--- src/rtl/avio_defines.svh ---
// Constants for the avionics serial port: control word fields and timing.
// Assumes inclusion by bare name from the design files only.
`ifndef AVIO_DEFINES_SVH
`define AVIO_DEFINES_SVH
// Control word field positions on the parallel bus
`define CTRL_PAR_EN 4
`define CTRL_SELF_TEST_N 5
`define CTRL_DEC1_EN 6
`define CTRL_DEC1_B9 7
`define CTRL_DEC1_B10 8
`define CTRL_DEC2_EN 9
`define CTRL_DEC2_B9 10
`define CTRL_DEC2_B10 11
`define CTRL_PAR_EVEN 12
`define CTRL_TX_SLOW 13
`define CTRL_RX_SLOW 14
`define CTRL_MASK 16'h7FF0
`define CTRL_RESET 16'h0020
// Reset value of the pin synchroniser (bus drives and gate idle high)
`define SYNC_RESET 28'h0000610
// Clock rates and dividers
`define CLOCK_KHZ 125000
`define MASTER_KHZ 1000
`define TX_FAST_DIV 10
`define TX_SLOW_DIV 80
`define RX_SLOW_DIV 8
`define SAMPLES_PER_BIT 10
`define RX_MIN_SAMPLES 3
`define RX_MAX_SAMPLES 7
`define RX_GAP_SAMPLES (2 * `SAMPLES_PER_BIT)
`define TX_GAP_BITS 4
`define WORD_BITS 32
`define FIFO_DEPTH 8
`endif

--- src/rtl/avio_pkg.sv ---
// Types shared by the avionics serial port files.
// Assumes nothing beyond a SystemVerilog compiler.
package avio_pkg;
  typedef logic [15:0] half_t;
  typedef logic [31:0] word_t;
  typedef enum logic [1:0] {LINE_NULL, LINE_ONE, LINE_ZERO} line_t;
  typedef enum logic [1:0] {TX_IDLE, TX_SEND, TX_GAP} tx_state_t;
endpackage : avio_pkg

--- src/rtl/avio_port.sv ---
// Avionics serial port: two receivers, one transmitter with word FIFO,
// and a 16-bit parallel host bus moving each word as two halves.
// Assumes host pins are asynchronous to clock and are synchronised here.
`timescale 1ns/1ns
`include "avio_defines.svh"
module avio_port #(
  parameter int MASTER_DIV = `CLOCK_KHZ / `MASTER_KHZ,
  parameter int FIFO_DEPTH = `FIFO_DEPTH
) (
  // Clock and reset
  input wire logic clock,
  input wire logic rstn,
  // Serial line inputs, bit 1 one level, bit 0 zero level
  input wire logic [1:0] rx_one_line_in,
  input wire logic [1:0] rx_two_line_in,
  // Parallel data bus
  input wire avio_pkg::half_t parallel_bus_bit_in,
  output avio_pkg::half_t parallel_bus_bit_out,
  output logic parallel_bus_bit_oe,
  // Receiver host controls
  input wire logic half_word_chooser,
  input wire logic rx_one_bus_drive,
  input wire logic rx_two_bus_drive,
  output logic rx_one_ready_n,
  output logic rx_two_ready_n,
  // Transmitter and control host controls
  input wire logic tx_low_half_latch,
  input wire logic tx_high_half_latch,
  input wire logic config_word_strobe,
  input wire logic xmit_go,
  input wire logic bit_control_gate_n,
  output logic xmit_ready_flag,
  // Serial line outputs
  output logic ones_line_out,
  output logic zeros_line_out,
  output logic tx_clock_out
);
  import avio_pkg::*;
  localparam int MW = $clog2(MASTER_DIV + 1);
  localparam int PW = $clog2(FIFO_DEPTH);

  // Elaboration check on parameters
  if (MASTER_DIV < 1 || FIFO_DEPTH < 2 || (FIFO_DEPTH & (FIFO_DEPTH - 1)) != 0) begin : bad_cfg
    $error("avio_port: MASTER_DIV below 1 or FIFO_DEPTH not a power of two");
  end

  // Pin synchroniser, two flops for every outside input
  logic [27:0] pins_raw;
  logic [27:0] sync_a;
  logic [27:0] sync_b;
  half_t bus_s;
  logic sel_s;
  logic en1_s;
  logic en2_s;
  logic low_s;
  logic high_s;
  logic cws_s;
  logic go_s;
  logic gate_n_s;
  logic [1:0] line1_s;
  logic [1:0] line2_s;
  assign pins_raw = {parallel_bus_bit_in, half_word_chooser, rx_one_bus_drive,
                     rx_two_bus_drive, tx_low_half_latch, tx_high_half_latch,
                     config_word_strobe, xmit_go, bit_control_gate_n,
                     rx_one_line_in, rx_two_line_in};
  assign {bus_s, sel_s, en1_s, en2_s, low_s, high_s, cws_s, go_s, gate_n_s,
          line1_s, line2_s} = sync_b;

  // Open gate pin reads as high from reset onward
  always_ff @(posedge clock or negedge rstn) begin
    if (!rstn) begin
      sync_a <= `SYNC_RESET;
      sync_b <= `SYNC_RESET;
    end else begin
      sync_a <= pins_raw;
      sync_b <= sync_a;
    end
  end

  // Delayed copies for edge detection on host strobes
  logic en1_d;
  logic en2_d;
  logic sel_d;
  logic low_d;
  logic high_d;
  logic cws_d;
  always_ff @(posedge clock or negedge rstn) begin
    if (!rstn) begin
      en1_d <= 1'b1;
      en2_d <= 1'b1;
      sel_d <= 1'b0;
      low_d <= 1'b0;
      high_d <= 1'b0;
      cws_d <= 1'b0;
    end else begin
      en1_d <= en1_s;
      en2_d <= en2_s;
      sel_d <= sel_s;
      low_d <= low_s;
      high_d <= high_s;
      cws_d <= cws_s;
    end
  end
  wire low_rise = low_s & ~low_d;
  wire high_rise = high_s & ~high_d;
  wire cws_rise = cws_s & ~cws_d;

  // Control word, eleven live bits
  half_t ctrl;
  always_ff @(posedge clock or negedge rstn) begin
    if (!rstn) begin
      ctrl <= `CTRL_RESET;
    end else if (cws_rise) begin
      ctrl <= bus_s & `CTRL_MASK;
    end
  end
  wire par_en = ctrl[`CTRL_PAR_EN];
  wire self_test = ~ctrl[`CTRL_SELF_TEST_N];
  wire par_even = ctrl[`CTRL_PAR_EVEN];
  wire tx_slow = ctrl[`CTRL_TX_SLOW];
  wire rx_slow = ctrl[`CTRL_RX_SLOW];

  // Master tick at the nominal 1 MHz from the fast clock
  logic [MW-1:0] mcount;
  wire master_tick = mcount == MW'(MASTER_DIV - 1);
  always_ff @(posedge clock or negedge rstn) begin
    if (!rstn) begin
      mcount <= '0;
    end else begin
      mcount <= master_tick ? '0 : mcount + MW'(1);
    end
  end

  // Receive sample tick, every master tick or every eighth
  logic [2:0] rx_pre;
  wire rx_pre_last = rx_pre == 3'(`RX_SLOW_DIV - 1);
  wire sample_tick = master_tick & (~rx_slow | rx_pre_last);
  always_ff @(posedge clock or negedge rstn) begin
    if (!rstn) begin
      rx_pre <= 3'h0;
    end else if (master_tick) begin
      rx_pre <= rx_pre_last ? 3'h0 : rx_pre + 3'h1;
    end
  end

  // Transmit bit divider; a change of rate takes effect at once
  logic [6:0] tx_div;
  logic [6:0] tx_limit;
  assign tx_limit = tx_slow ? 7'(`TX_SLOW_DIV) : 7'(`TX_FAST_DIV);
  wire bit_tick = master_tick && tx_div >= tx_limit - 7'h01;
  wire tx_first_half = tx_div < (tx_limit >> 1);
  always_ff @(posedge clock or negedge rstn) begin
    if (!rstn) begin
      tx_div <= 7'h00;
      tx_clock_out <= 1'b0;
    end else begin
      if (master_tick) begin
        tx_div <= bit_tick ? 7'h00 : tx_div + 7'h01;
      end
      tx_clock_out <= tx_first_half;
    end
  end

  // Receivers, fed from the transmitter outputs in self test
  word_t rx1_word;
  word_t rx2_word;
  logic [1:0] line1_in;
  logic [1:0] line2_in;
  assign line1_in = self_test ? {ones_line_out, zeros_line_out} : line1_s;
  assign line2_in = self_test ? {ones_line_out, zeros_line_out} : line2_s;

  // Read windows; receiver one wins when both enables are low
  wire rd1 = ~en1_s;
  wire rd2 = ~en2_s & en1_s;
  wire rd1_end = en1_s & ~en1_d;
  wire rd2_end = en2_s & ~en2_d & en1_d;
  wire low_done1 = rd1_end & ~sel_d;
  wire high_done1 = rd1_end & sel_d;
  wire low_done2 = rd2_end & ~sel_d;
  wire high_done2 = rd2_end & sel_d;

  avio_receiver u_rx_one (
    .clock(clock),
    .rstn(rstn),
    .sample_tick(sample_tick),
    .line_one(line1_in[1]),
    .line_zero(line1_in[0]),
    .decoder_on(ctrl[`CTRL_DEC1_EN]),
    .match_b9(ctrl[`CTRL_DEC1_B9]),
    .match_b10(ctrl[`CTRL_DEC1_B10]),
    .read_low_done(low_done1),
    .read_high_done(high_done1),
    .word(rx1_word),
    .ready_n(rx_one_ready_n)
  );

  avio_receiver u_rx_two (
    .clock(clock),
    .rstn(rstn),
    .sample_tick(sample_tick),
    .line_one(line2_in[1]),
    .line_zero(line2_in[0]),
    .decoder_on(ctrl[`CTRL_DEC2_EN]),
    .match_b9(ctrl[`CTRL_DEC2_B9]),
    .match_b10(ctrl[`CTRL_DEC2_B10]),
    .read_low_done(low_done2),
    .read_high_done(high_done2),
    .word(rx2_word),
    .ready_n(rx_two_ready_n)
  );

  // Low byte of the first half carries serial bits 1..8 reversed
  half_t low_stage;
  logic [7:0] rev1;
  logic [7:0] rev2;
  logic [7:0] rev_tx;
  for (genvar i = 0; i < 8; i++) begin : g_rev
    assign rev1[i] = rx1_word[7 - i];
    assign rev2[i] = rx2_word[7 - i];
    assign rev_tx[i] = low_stage[7 - i];
  end

  // Half-word selection for reads
  half_t rx1_half;
  half_t rx2_half;
  assign rx1_half = sel_s ? rx1_word[28:13] :
                    {rx1_word[12:8], rx1_word[30], rx1_word[29], rx1_word[31], rev1};
  assign rx2_half = sel_s ? rx2_word[28:13] :
                    {rx2_word[12:8], rx2_word[30], rx2_word[29], rx2_word[31], rev2};

  // Bus driver, registered; released outside reads
  always_ff @(posedge clock or negedge rstn) begin
    if (!rstn) begin
      parallel_bus_bit_out <= '0;
      parallel_bus_bit_oe <= 1'b0;
    end else begin
      parallel_bus_bit_out <= rd1 ? rx1_half : (rd2 ? rx2_half : '0);
      parallel_bus_bit_oe <= rd1 | rd2;
    end
  end

  // Transmit halves; a high latch with no low latch before it is ignored
  logic low_seen;
  wire push_try = high_rise & low_seen;
  always_ff @(posedge clock or negedge rstn) begin
    if (!rstn) begin
      low_stage <= '0;
      low_seen <= 1'b0;
    end else if (low_rise) begin
      low_stage <= bus_s;
      low_seen <= 1'b1;
    end else if (push_try) begin
      low_seen <= 1'b0;
    end
  end

  // Word assembly and parity insertion at load time
  word_t tx_raw;
  word_t tx_word;
  assign tx_raw = {low_stage[8], low_stage[10], low_stage[9], bus_s,
                   low_stage[15:11], rev_tx};
  wire par_on = par_en & gate_n_s;
  wire par_calc = par_even ? ^tx_raw[30:0] : ~^tx_raw[30:0];
  assign tx_word = {par_on ? par_calc : tx_raw[31], tx_raw[30:0]};

  // Transmit FIFO; a load into a full FIFO is dropped
  word_t fifo_mem [FIFO_DEPTH];
  logic [PW-1:0] wr_ptr;
  logic [PW-1:0] rd_ptr;
  logic [PW:0] fill;
  logic tx_load;
  wire fifo_full = fill == (PW + 1)'(FIFO_DEPTH);
  wire fifo_empty = fill == '0;
  wire push = push_try & ~fifo_full;
  always_ff @(posedge clock) begin
    if (push) begin
      fifo_mem[wr_ptr] <= tx_word;
    end
  end
  always_ff @(posedge clock or negedge rstn) begin
    if (!rstn) begin
      wr_ptr <= '0;
      rd_ptr <= '0;
      fill <= '0;
    end else begin
      if (push) begin
        wr_ptr <= wr_ptr + PW'(1);
      end
      if (tx_load) begin
        rd_ptr <= rd_ptr + PW'(1);
      end
      if (push & ~tx_load) begin
        fill <= fill + (PW + 1)'(1);
      end else if (tx_load & ~push) begin
        fill <= fill - (PW + 1)'(1);
      end
    end
  end

  // Transmit sequencer: word, then an inter-word null gap
  tx_state_t tx_state;
  tx_state_t next_tx_state;
  logic [4:0] tx_idx;
  logic [1:0] tx_gap;
  word_t tx_shift;
  wire gap_last = tx_gap == 2'(`TX_GAP_BITS - 1);
  wire word_last = tx_idx == 5'(`WORD_BITS - 1);
  wire tx_start_ok = go_s & ~fifo_empty;
  assign tx_load = bit_tick && tx_start_ok &&
                   (tx_state == TX_IDLE || (tx_state == TX_GAP && gap_last));
  always_comb begin
    next_tx_state = tx_state;
    case (tx_state)
      TX_IDLE: begin
        if (tx_load) begin
          next_tx_state = TX_SEND;
        end
      end
      TX_SEND: begin
        if (bit_tick && word_last) begin
          next_tx_state = TX_GAP;
        end
      end
      TX_GAP: begin
        if (bit_tick && gap_last) begin
          next_tx_state = tx_load ? TX_SEND : TX_IDLE;
        end
      end
      default: begin
        next_tx_state = TX_IDLE;
      end
    endcase
  end

  // Sequencer registers; bit 1 goes out first
  always_ff @(posedge clock or negedge rstn) begin
    if (!rstn) begin
      tx_state <= TX_IDLE;
      tx_shift <= '0;
      tx_idx <= 5'h00;
      tx_gap <= 2'h0;
    end else begin
      tx_state <= next_tx_state;
      if (tx_load) begin
        tx_shift <= fifo_mem[rd_ptr];
        tx_idx <= 5'h00;
      end else if (tx_state == TX_SEND && bit_tick) begin
        tx_shift <= tx_shift >> 1;
        tx_idx <= tx_idx + 5'h01;
      end
      if (tx_state != TX_GAP) begin
        tx_gap <= 2'h0;
      end else if (bit_tick) begin
        tx_gap <= tx_gap + 2'h1;
      end
    end
  end

  // Line outputs: half-bit pulse on one wire, null for the rest
  wire sending = tx_state == TX_SEND;
  always_ff @(posedge clock or negedge rstn) begin
    if (!rstn) begin
      ones_line_out <= 1'b0;
      zeros_line_out <= 1'b0;
    end else begin
      ones_line_out <= sending & tx_shift[0] & tx_first_half;
      zeros_line_out <= sending & ~tx_shift[0] & tx_first_half;
    end
  end

  // Ready flag high only with FIFO drained and line idle
  always_ff @(posedge clock or negedge rstn) begin
    if (!rstn) begin
      xmit_ready_flag <= 1'b1;
    end else begin
      xmit_ready_flag <= fifo_empty & ~push & (next_tx_state == TX_IDLE);
    end
  end
endmodule : avio_port

--- src/rtl/avio_receiver.sv ---
// One serial receiver: bit recovery, parity result, label filter, ready flag.
// Assumes line levels already synchronised and a sample tick of 10 per bit.
`timescale 1ns/1ns
`include "avio_defines.svh"
module avio_receiver (
  // Clock and reset
  input wire logic clock,
  input wire logic rstn,
  // Sampling and line levels
  input wire logic sample_tick,
  input wire logic line_one,
  input wire logic line_zero,
  // Label filter
  input wire logic decoder_on,
  input wire logic match_b9,
  input wire logic match_b10,
  // Host side
  input wire logic read_low_done,
  input wire logic read_high_done,
  output avio_pkg::word_t word,
  output logic ready_n
);
  import avio_pkg::*;
  line_t level;
  line_t held;
  logic [4:0] run_len;
  logic [5:0] bit_count;
  word_t shift;
  word_t next_shift;
  logic ready;
  logic got_low;
  logic got_high;
  // Line decode and bit qualification by pulse length in samples
  assign level = (line_one & ~line_zero) ? LINE_ONE :
                 (line_zero & ~line_one) ? LINE_ZERO : LINE_NULL;
  wire bit_end = sample_tick && level != held && held != LINE_NULL;
  wire bit_ok = run_len >= 5'(`RX_MIN_SAMPLES) && run_len <= 5'(`RX_MAX_SAMPLES);
  wire gap_seen = sample_tick && held == LINE_NULL && run_len >= 5'(`RX_GAP_SAMPLES);
  wire take_bit = bit_end && bit_ok;
  assign next_shift = {held == LINE_ONE, shift[31:1]};
  wire word_complete_pulse = take_bit && bit_count == 6'(`WORD_BITS - 1);
  wire label_ok = !decoder_on || (next_shift[8] == match_b9 && next_shift[9] == match_b10);
  wire accept = word_complete_pulse && label_ok;
  wire both_read = (got_low | read_low_done) && (got_high | read_high_done);
  assign ready_n = ~ready;
  // Run length of the current line level, saturating
  always_ff @(posedge clock or negedge rstn) begin
    if (!rstn) begin
      held <= LINE_NULL;
      run_len <= 5'h00;
    end else if (sample_tick) begin
      if (level != held) begin
        held <= level;
        run_len <= 5'h01;
      end else if (run_len != 5'h1F) begin
        run_len <= run_len + 5'h01;
      end
    end
  end
  // Bit count; a long null or a malformed pulse restarts the word
  always_ff @(posedge clock or negedge rstn) begin
    if (!rstn) begin
      bit_count <= 6'h00;
      shift <= '0;
    end else begin
      if (gap_seen || (bit_end && !bit_ok) || word_complete_pulse) begin
        bit_count <= 6'h00;
      end else if (take_bit) begin
        bit_count <= bit_count + 6'h01;
      end
      if (take_bit) begin
        shift <= next_shift;
      end
    end
  end
  // Stored word and ready flag; a new word beats a read in the same cycle
  always_ff @(posedge clock or negedge rstn) begin
    if (!rstn) begin
      word <= '0;
      ready <= 1'b0;
      got_low <= 1'b0;
      got_high <= 1'b0;
    end else if (accept) begin
      word <= {~^next_shift, next_shift[30:0]};
      ready <= 1'b1;
      got_low <= 1'b0;
      got_high <= 1'b0;
    end else if (ready && both_read) begin
      ready <= 1'b0;
      got_low <= 1'b0;
      got_high <= 1'b0;
    end else if (ready) begin
      got_low <= got_low | read_low_done;
      got_high <= got_high | read_high_done;
    end
  end
endmodule : avio_receiver

--- config.mk ---
export PLATFORM = sky130hd
export DESIGN_NAME = avio_port
export DESIGN_NICKNAME = d
export VERILOG_FILES = /design/src/rtl/avio_pkg.sv /design/src/rtl/avio_port.sv /design/src/rtl/avio_receiver.sv
export VERILOG_INCLUDE_DIRS = /design/src /design/src/rtl
export SDC_FILE = /design/constraint.sdc
export NUM_CORES = 1
export LEC_CHECK = 0
export BUFFER_PORTS_ARGS = -buffer_cell sky130_fd_sc_hd__clkbuf_2
export CORE_UTILIZATION = 50
export DETAILED_ROUTE_END_ITERATION = 8
export PLACE_DENSITY = 0.67
export SLEW_MARGIN = 25
export SYNTH_ARGS = -nofsm -noshare
export SYNTH_HDL_FRONTEND = slang
export SYNTH_SLANG_ARGS = --single-unit
--- constraint.sdc ---
create_clock -name clock -period 5.2 [get_ports clock]
set_input_delay 0.52 -clock clock [delete_from_list [all_inputs] [get_ports clock]]
set_output_delay 0.52 -clock clock [all_outputs]
set_load 0.1 [all_outputs]
==> results.txt, run 1 <==
setup TNS = 0 ns
Die Y = 221.7 µm
# rows = 80
CP peak stage delay = 0.51 ns
M2 GR Usage = 0.3042
Antenna Cells = 0
Die ar. = 49150 µm²
Power Total = 10.21 mW
Mapped Nets = 1523
flops & latches, synth = 593
Critical Path Source Type = flip-flop
dpl ws = 1.783 ns
Mapped Cells = 1465
endpoints failing setup = 0
Distinct cells, synth = 65
met1 GRT Util = 0.2758
final hold vios = 22
crit end category = flip-flop
WHS = -0.02865 ns
mapped cell area = 24130 µm²
largest net degree at the start of global routing = 115
Bufs and invs on worst path = 2
CP max stage cell = and2_1
Power Dens Cells = 372.2 nW/µm²
met3 Usage GRT = 0.03472
multi-input logic area = 7705 µm²
Yosys top cell area share = 0.3391
Core Area = 47650 µm²
chip width = 221.7 µm
first-pass iteration count of the detailed router = 5
Layout area overhead = 13.67%
post-route minimum period = 3.466 ns
violation count after the first detailed-route iteration = 839
Ys Warns = 0
crit-path leading delay family = compound AO/OA/AOI/OAI gates
sequential fraction of the synthesis area = 0.6685
Placed Cells incl. Taps = 2098
Most used DFF post-synth = dfrtp_1
nets@finish = 1626
ys async rst share = 0.5683
routability-driven placement congestion ratio = 0.7749
failing checks = hold timing
commonest cells in the netlist = 327 x dfrtp_1, 256 x edfxtp_1, 127 x mux2i_1, 91 x xnor2_1, 85 x mux2_2
Top cell by count, worst path = ha_1
ANT nets after route = 0
clk buf depth = 3
total global-route track usage = 0.1917
htree depth = 2
placed cell areas = 25170 µm²
vias in the first global route = 12.98k
max_cap viols = 0
largest area contributor in the netlist = dfrtp_1
final WL = 45.30 mm
ranking of synthesized cells by area = dfrtp_1 34%, edfxtp_1 32%, mux4_2 6.0%, mux2i_1 5.3%, mux2_2 4.0%
leakage = 11.22 nW
Routed wire per std cell = 20.29 µm
Slew HR = 0.3678
final instance area = 27430 µm²
crit-path cells = inv_1 > ha_1 > a21o_1 > a21oi_1 > o21ai_0 > and2_1 > nand3_1 > ha_1 > inv_1 > ha_1 > a21o_1 > a21oi_1 > xnor2_1 > nor2_1 > xor2_1
Vias/cell = 5.549
RSZ-0062 raised after global routing = false
final core occ = 0.5757
critical path fanouts, max = 12
total grt overflow = 0
sequential cell area = 16140 µm²
syn_area_per_cell = 16.47 µm²
EDFF count, synth = 256
outcome = finished with violations
Initial Util = 0.5065
TritonCTS Sinks = 593
Slew Limit Fails = 0
fin cells = 2233
clock buffer count from CTS = 59
most instantiated library cell after synthesis = dfrtp_1
Critical Path AT = 3.95 ns
layout cells sized above 1 = 0.2176
setup ws final = 1.734 ns
maximum vdd drop = 0.2542 mV
gr busiest metal = met2
Worst Max-Slew Pin Slew = 0.9483 ns
fmax = 288.5 MHz
Vias = 12.39k
clock skew = 0.02229 ns
Fillers = 3619
antenna violations before repair = 0
period utilization = 0.6666
PortBufs = 52
clock root cell = clkbuf_16
CTS tree = done
I/O Pins = 53
Post-route DRC = 0
CP Class = reg -> reg
Critical Path RT = 5.68 ns
worst skew pair latency = 0.62 ns
Hold/Removal Path Class = in -> async
first-pass GRT wire length = 73.17 mm
CTS clk-pin slew, worst paths = 0.06 ns
Detailed Place HPWL = 27.02 mm
## kinds of logic after synthesis
group                      synth area share
AOI/OAI and AO/OA                   0.02981
xor gates and xnor gates            0.04433
adders and majority gates           0.01483
buffers and inverters               0.01509
DFF                                  0.6685
muxes                                0.1875
and+or+nand+nor                     0.03987
## per-layer routing
| metal | vias up | routed length [µm] |
|---|---|---|
| met2 | 225 | 21460 |
| met3 | 64 | 1981 |
| met1 | 6445 | 20950 |
| met4 | 0 | 906 |
| met5 | - | 0 |
| li1 | 5657 | - |
## cell usage in the layout, fill, tap and decap left out, types with 17 or more instances in the layout
cell type / synthesis / final
ha_1: 27 / 27
mux2_1: 70 / 70
nand3_1: 23 / 22
nand2_1: 48 / 48
clkbuf_2: 0 / 51
mux4_2: 64 / 64
mux2_2: 85 / 85
buf_4: 4 / 22
dlygate4sd3_1: 0 / 24
inv_1: 22 / 22
mux2i_1: 127 / 127
a21oi_1: 20 / 20
clkbuf_1: 18 / 17
o21ai_0: 25 / 25
clkbuf_16: 0 / 63
o22ai_1: 21 / 21
xnor2_1: 91 / 91
xor2_1: 26 / 26
edfxtp_1: 256 / 256
dfrtp_1: 327 / 323
nor2_1: 39 / 33
## flip-flops by register name, indices dropped and copies added, names as in the netlist, 3 cells and up
| signal | cells |
|---|---|
| sync_b | 28 |
| tx_div | 7 |
| parallel_bus_bit_out | 16 |
| u_rx_one.bit_count | 6 |
| tx_idx | 5 |
| wr_ptr | 3 |
| u_rx_one.word | 32 |
| u_rx_two.run_len | 5 |
| ctrl | 11 |
| u_rx_one.shift | 31 |
| sync_a | 28 |
| u_rx_two.shift | 31 |
| rd_ptr | 3 |
| mcount | 7 |
| rx_pre | 3 |
| u_rx_two.word | 32 |
| tx_shift | 32 |
| low_stage | 16 |
| fifo_mem | 256 |
| fill | 4 |
| u_rx_two.bit_count | 6 |
| u_rx_one.run_len | 5 |
## path summary, 6_finish.rpt
kind	startpoint	end	slack, ns	cells after the start
setup / recovery	ctrl[13]	fill[3]	1.73	15
hold reg to reg	sync_a[19]	sync_b[19]	0.35	0
hold / removal	rstn	ctrl[12]	-0.03	1
max in group asynchronous	rstn	u_rx_two.word[20]	3.88	2
setup reg to reg	ctrl[13]	fill[3]	1.73	15
min in group clock	parallel_bus_bit_in[6]	sync_a[18]	0.03	1
## power by group
| part | switching [mW] | internal, mW |
|---|---|---|
| Clock | 1.75 | 2.58 |
| Sequential | 0.156 | 5.13 |
| Combinational | 0.344 | 0.250 |
## repair_timing
action / in CTS / in global routing
hold endpoints to repair: 24 / 0
hold buffers: 24 / 0
setup buffers: 0 / 0
gates resized for setup: 0 / 0
## final cells by class
cell class / instances / share of cell area
Clock buffer: 92 / 0.06582
Clock inverter: 19 / 0.007618
Inverter: 22 / 0.003011
Multi-Input combinational cell: 792 / 0.2809
Sequential cell: 593 / 0.5885
Tap cell: 615 / 0.02805
Timing Repair Buffer: 100 / 0.02609
Note: power is estimated with default switching activity, not from simulation.
==> run 2: changes to the inputs <==
Clock period 5.2 ns to 3.4 ns, I/O delays scaled along.
==> results.txt, run 2 (same netlist as run 1, synthesis figures left out) <==
Die Y = 221.7 µm (unchanged)
WHS = 0.3395 ns (+0.3681 ns)
Post CTS Setup Buffer Count = 0 (unchanged)
I/O Pins = 53 (unchanged)
clock buffer count from CTS = 59 (unchanged)
Critical Path AT = 3.40 ns (-0.55 ns)
sw frac = 0.2232 (+0.002448)
most frequent cells in the layout = 323 x dfrtp_1, 256 x edfxtp_1, 127 x mux2i_1
Vias = 12.44k (+0.43%)
maximum vdd drop = 0.3651 mV (+44%)
CP Class = reg -> reg
leakage = 11.32 nW (+0.93%)
reg2reg path depth = 5 (-10)
P_sw = 3.470 mW (+54%)
crit end category = flip-flop
endpoints failing setup = 0 (unchanged)
Vias/cell = 5.526 (-0.42%)
nets@finish = 1644 (+1.1%)
htree depth = 2 (unchanged)
Post-route DRC = 0 (unchanged)
Routed wire per std cell = 20.60 µm (+1.5%)
Critical Path RT = 3.88 ns (-1.80 ns)
clock root cell = clkbuf_16
Worst Hold Endpoint = sync_b[21]
cell-internal power = 12.08 mW (+52%)
Initial Util = 0.5065 (unchanged)
final WL = 46.39 mm (+2.4%)
Hold Crit Start = sync_a[21]
R2R Setup Slk = 0.48 ns (-1.26 ns)
r2r startpoint = ctrl[5]
vias in the first global route = 13.22k (+1.8%)
Die ar. = 49150 µm² (unchanged)
Biggest register = fifo_mem
Layout area overhead = 14.65%
layout cells sized above 1 = 0.2217 (+0.004195)
final hold vios = 0 (-100%)
max reg flops = 256 (unchanged)
chip width = 221.7 µm (unchanged)
RSZ-0062 raised after global routing = false
max_cap viols = 0 (unchanged)
total global-route track usage = 0.1963 (+0.004506)
CTS tree = done
Antenna Cells = 0 (unchanged)
worst r2r dst = u_rx_one.word[22]
Detailed Place HPWL = 27.73 mm (+2.6%)
worst skew pair latency = 0.62 ns (about the same)
clock skew = 0.01516 ns (-0.007129 ns)
Critical Path Source Type = flip-flop
TritonCTS Sinks = 593 (unchanged)
critical path fanouts, max = 36 (+24)
first-pass iteration count of the detailed router = 5 (unchanged)
setup TNS = 0 ns (unchanged)
CTS clk-pin slew, worst paths = 0.06 ns (about the same)
routability-driven placement congestion ratio = 0.8019 (+3.5%)
Slew HR = 0.3612 (-0.006571)
# rows = 80 (unchanged)
total grt overflow = 0 (unchanged)
most common cell after layout, fill and taps aside = dfrtp_1
ANT nets after route = 0 (unchanged)
largest net degree at the start of global routing = 91 (-21%)
Core Area = 47650 µm² (unchanged)
Seq pwr share = 0.521 (+0.004)
period utilization = 0.8592 (+0.1926)
Hold/Removal Path Class = reg -> reg
violation count after the first detailed-route iteration = 769 (-8.3%)
Slew Limit Fails = 0 (unchanged)
outcome = finished, final reports clean
Hold Path Depth = 0
antenna violations before repair = 0 (unchanged)
post-route minimum period = 2.921 ns (-0.5450 ns)
Power Total = 15.55 mW (+52%)
clk buf depth = 3 (unchanged)
first-pass GRT wire length = 74.74 mm (+2.1%)
Power Dens Cells = 562.0 nW/µm² (+51%)
fmax = 342.3 MHz (+19%)
Worst Max-Slew Pin Slew = 0.9582 ns (+0.009856 ns)
clock share of power = 0.419 (-0.005)
PortBufs = 52 (unchanged)
Logic pwr share = 0.060 (+0.002)
==> run 2: power groups by stage <==
stage	Clock, mW	Sequential (mW)	Combinational [mW]
global route	6.91	8.13	1.04
detailed placement	0	8.24	0.932
global placement	0	8.21	0.912
floorplan	0	8.17	0.572
finish	6.51	8.09	0.940
CTS	6.65	8.10	0.964
==> run 2: final cells by class <==
| cell class | count | area, µm² |
|---|---|---|
| Sequential cell | 593 | 16140 |
| Tap cell | 615 | 769.5 |
| Clock inverter | 21 | 219.0 |
| Timing Repair Buffer | 118 | 988.4 |
| Inverter | 22 | 82.58 |
| Clock buffer | 91 | 1749 |
| Multi-Input combinational cell | 792 | 7717 |
| Fill cell | 3659 | 19980 |
==> run 2: worst max-delay path, stage by stage (launching register included) <==
cell      delay [ns]
dfstp_2         0.67
mux2i_4         0.33
xnor2_1         0.14
a211oi_4        0.46
nand4_4         0.63
mux2_1          0.55
==> run 2: worst max path at each step <==
| stage | start | end | slack [ns] | cells past startpoint |
|---|---|---|---|---|
| after floorplan | ctrl[13] | fill[3] | 0.43 | 16 |
| after global placement | ctrl[5] | u_rx_one.word[29] | 0.54 | 5 |
| after detailed placement | ctrl[5] | u_rx_one.word[22] | 0.45 | 5 |
| after CTS | ctrl[5] | u_rx_one.word[22] | 0.43 | 5 |
| after global routing | ctrl[5] | u_rx_one.word[16] | 0.25 | 5 |
| final | ctrl[5] | u_rx_one.word[22] | 0.48 | 5 |
==> run 2: timing repair <==
action | in CTS | in global routing
endpoints found under the hold margin | 111 | 0
resized for setup | 0 | 0
hold buffers | 29 | 0
==> run 2: per-stage QoR <==
step           cells  worst slack [ns]    util  area [µm²]
3_5_place_dp    2111            0.4489  0.5333       25410
5_1_grt         2252            0.2510  0.5807       27670
2_1_floorplan   1465            0.4266       -       24140
6_report        2252            0.4788  0.5807       27670
4_1_cts         2252            0.4317  0.5807       27670
3_3_place_gp    2111            0.5366  0.5333       25410
==> run 2: layer usage <==
layer	vias to the layer above	GRT usage	share of wire
met5	-	0	0
li1	5691	-	-
met1	6498	0.2854	0.47
met2	192	0.3077	0.47
met4	0	0.06586	0.022
met3	63	0.02611	0.033
==> run 3: changes to the inputs <==
Settings changed: CAP_MARGIN set to 20, SYNTH_HIERARCHICAL set to 1.
==> results.txt, run 3 <==
Yosys top cell area share = 0.3344 (-0.004733)
sequential fraction of the synthesis area = 0.6592 (-0.009331)
largest area contributor in the netlist = dfrtp_1
Core Area = 48050 µm² (+0.84%)
Vias = 12.77k (+2.6%)
clk buf depth = 3 (unchanged)
nets@finish = 1699 (+3.3%)
Die Y = 223.2 µm (+0.70%)
max_cap viols = 0 (unchanged)
Power Dens Cells = 557.1 nW/µm² (-0.87%)
post-route minimum period = 2.987 ns (+0.06564 ns)
crit end category = flip-flop
ANT nets after route = 0 (unchanged)
largest net degree at the start of global routing = 89 (-2.2%)
Slew HR = 0.3708 (+0.009581)
Critical Path AT = 3.49 ns (+0.09 ns)
ranking of synthesized cells by area = dfrtp_1 33%, edfxtp_1 31%, mux4_2 5.9%, mux2_2 4.9%, mux2_4 3.3%
ys async rst share = 0.5683 (unchanged)
first-pass GRT wire length = 76.18 mm (+1.9%)
Distinct cells, synth = 56 (-14%)
most frequent cells in the layout = 323 x dfrtp_1, 256 x edfxtp_1, 122 x nand2_1
CTS clk-pin slew, worst paths = 0.07 ns (about the same)
CP peak stage delay = 0.41 ns (-0.26 ns)
I/O Pins = 53 (unchanged)
final WL = 47.24 mm (+1.8%)
setup ws final = 0.4131 ns (-0.06564 ns)
first-pass iteration count of the detailed router = 5 (unchanged)
Hold/Removal Path Class = in -> async
Mapped Nets = 1591 (+4.5%)
Slew Limit Fails = 0 (unchanged)
vias in the first global route = 13.55k (+2.5%)
Routed wire per std cell = 20.49 µm (-0.51%)
crit-path leading delay family = compound AO/OA/AOI/OAI gates
Most used DFF post-synth = dfrtp_1
maximum vdd drop = 0.4509 mV (+24%)
crit-path cells = inv_1 > ha_1 > a21o_1 > a21oi_1 > o21ai_0 > and3_1 > inv_4 > ha_1 > inv_1 > ha_1 > a21o_1 > a21oi_1 > xnor2_1 > nor2_1 > xor2_1
Critical Path RT = 3.91 ns (+0.03 ns)
period utilization = 0.8785 (+0.01931)
CP max stage cell = dfrtp_1
total global-route track usage = 0.1979 (+0.001631)
fmax = 334.8 MHz (-2.2%)
TritonCTS Sinks = 593 (unchanged)
Bufs and invs on worst path = 3 (+3)
most common cell after layout, fill and taps aside = dfrtp_1
final hold vios = 0 (unchanged)
Mapped Cells = 1533 (+4.6%)
htree depth = 2 (unchanged)
mapped cell area = 24470 µm² (+1.4%)
CTS tree = done
PortBufs = 52 (unchanged)
worst skew pair latency = 0.62 ns (about the same)
critical path fanouts, max = 5 (-86%)
dpl ws = 0.4072 ns (-0.04165 ns)
chip width = 223.2 µm (+0.70%)
violation count after the first detailed-route iteration = 750 (-2.5%)
Die ar. = 49840 µm² (+1.4%)
Initial Util = 0.5094 (+0.002889)
EDFF count, synth = 256 (unchanged)
Post CTS Setup Buffer Count = 0 (unchanged)
total grt overflow = 0 (unchanged)
most instantiated library cell after synthesis = dfrtp_1
CP Class = reg -> reg
Antenna Cells = 0 (unchanged)
Layout area overhead = 13.53%
commonest cells in the netlist = 327 x dfrtp_1, 256 x edfxtp_1, 122 x nand2_1, 106 x mux2_2, 90 x xnor2_1
endpoints failing setup = 0 (unchanged)
antenna violations before repair = 0 (unchanged)
leakage = 11.15 nW (-1.5%)
setup TNS = 0 ns (unchanged)
flops & latches, synth = 593 (unchanged)
clock skew = 0.02239 ns (+0.007223 ns)
Critical Path Source Type = flip-flop
Hold Buf Count CTS = 29 (unchanged)
syn_area_per_cell = 15.96 µm² (-3.1%)
max reg flops = 256 (unchanged)
Vias/cell = 5.539 (+0.24%)
Biggest register = fifo_mem
clock root cell = clkbuf_16
Ys Warns = 6 (+6)
post-cts sizing count = 0 (unchanged)
clock buffer count from CTS = 60 (+1.7%)
routability-driven placement congestion ratio = 0.7817 (-2.5%)
layout cells sized above 1 = 0.2787 (+0.05695)
Detailed Place HPWL = 28.12 mm (+1.4%)
outcome = finished, final reports clean
Post-route DRC = 0 (unchanged)
RSZ-0062 raised after global routing = false
# rows = 80 (unchanged)
Top cell by count, worst path = ha_1
Worst Max-Slew Pin Slew = 0.9438 ns (-0.01437 ns)
[run 3: cell types whose count changed in the layout (fill, tap and decap cells not counted), moves of 7 or more]
cell	before	now
clkinv_2	10	17
nand2_1	48	122
mux2i_1	127	39
nor3_1	5	15
a211oi_2	0	28
mux2_2	85	106
a31oi_1	1	28
mux2_4	0	54
mux2_1	70	0
nor2b_1	7	36
clkbuf_1	19	12
nand3_1	22	5
[run 3: routing by layer]
layer	part of all wire	GRT usage	vias up
li1	-	-	5838
met1	0.44	0.2665	6651
met5	0	0	-
met4	0.025	0.06452	0
met2	0.49	0.3285	208
met3	0.039	0.03385	70
[run 3: path summary, 6_finish.rpt]
check / slack, ns / from / depth (start not counted) / to
min in group clock: 0.35 / sync_a[8] / 0 / sync_b[8]
hold reg to reg: 0.35 / sync_a[8] / 0 / sync_b[8]
max in group asynchronous: 2.09 / rstn / 3 / sync_b[27]
setup / recovery: 0.41 / ctrl[13] / 15 / fill[3]
hold / removal: 0.28 / rstn / 2 / sync_b[15]
setup reg to reg: 0.41 / ctrl[13] / 15 / fill[3]
[run 3: metrics by stage]
stage / instance area, µm² / total power [mW] / util / cells / hold slack (ns)
2_1_floorplan: 24480 / 8.732 / - / 1533 / 0.04441
3_3_place_gp: 25540 / 9.104 / 0.5316 / 2165 / 0.3330
3_5_place_dp: 25540 / 9.144 / 0.5316 / 2165 / 0.3347
4_1_cts: 27780 / 15.67 / 0.5783 / 2305 / 0.3049
5_1_grt: 27780 / 16.02 / 0.5783 / 2305 / 0.3416
6_report: 27780 / 15.48 / 0.5783 / 2305 / 0.2808
[run 3: cell families after synthesis]
group / count (synthesis) / share of synthesized area
buffers and inverters: 86 / 0.01999
xor gates and xnor gates: 118 / 0.04335
adders and majority gates: 28 / 0.01462
and+or+nand+nor: 289 / 0.05869
muxes: 263 / 0.1567
DFF: 593 / 0.6592
AOI/OAI and AO/OA: 156 / 0.04739
[run 3: area by class of cell]
cell class | count | area (µm²)
Clock buffer | 81 | 1682
Timing Repair Buffer | 114 | 908.4
Inverter | 18 | 70.07
Fill cell | 3712 | 20260
Multi-Input combinational cell | 854 | 7941
Clock inverter | 30 | 272.8
Sequential cell | 593 | 16140
Tap cell | 615 | 769.5
[run 3: report_power, final]
group	switching [mW]	internal, mW	total (mW)
Clock	2.76	3.71	6.47
Combinational	0.530	0.387	0.916
Sequential	0.243	7.85	8.09
Total	3.54	11.9	15.5
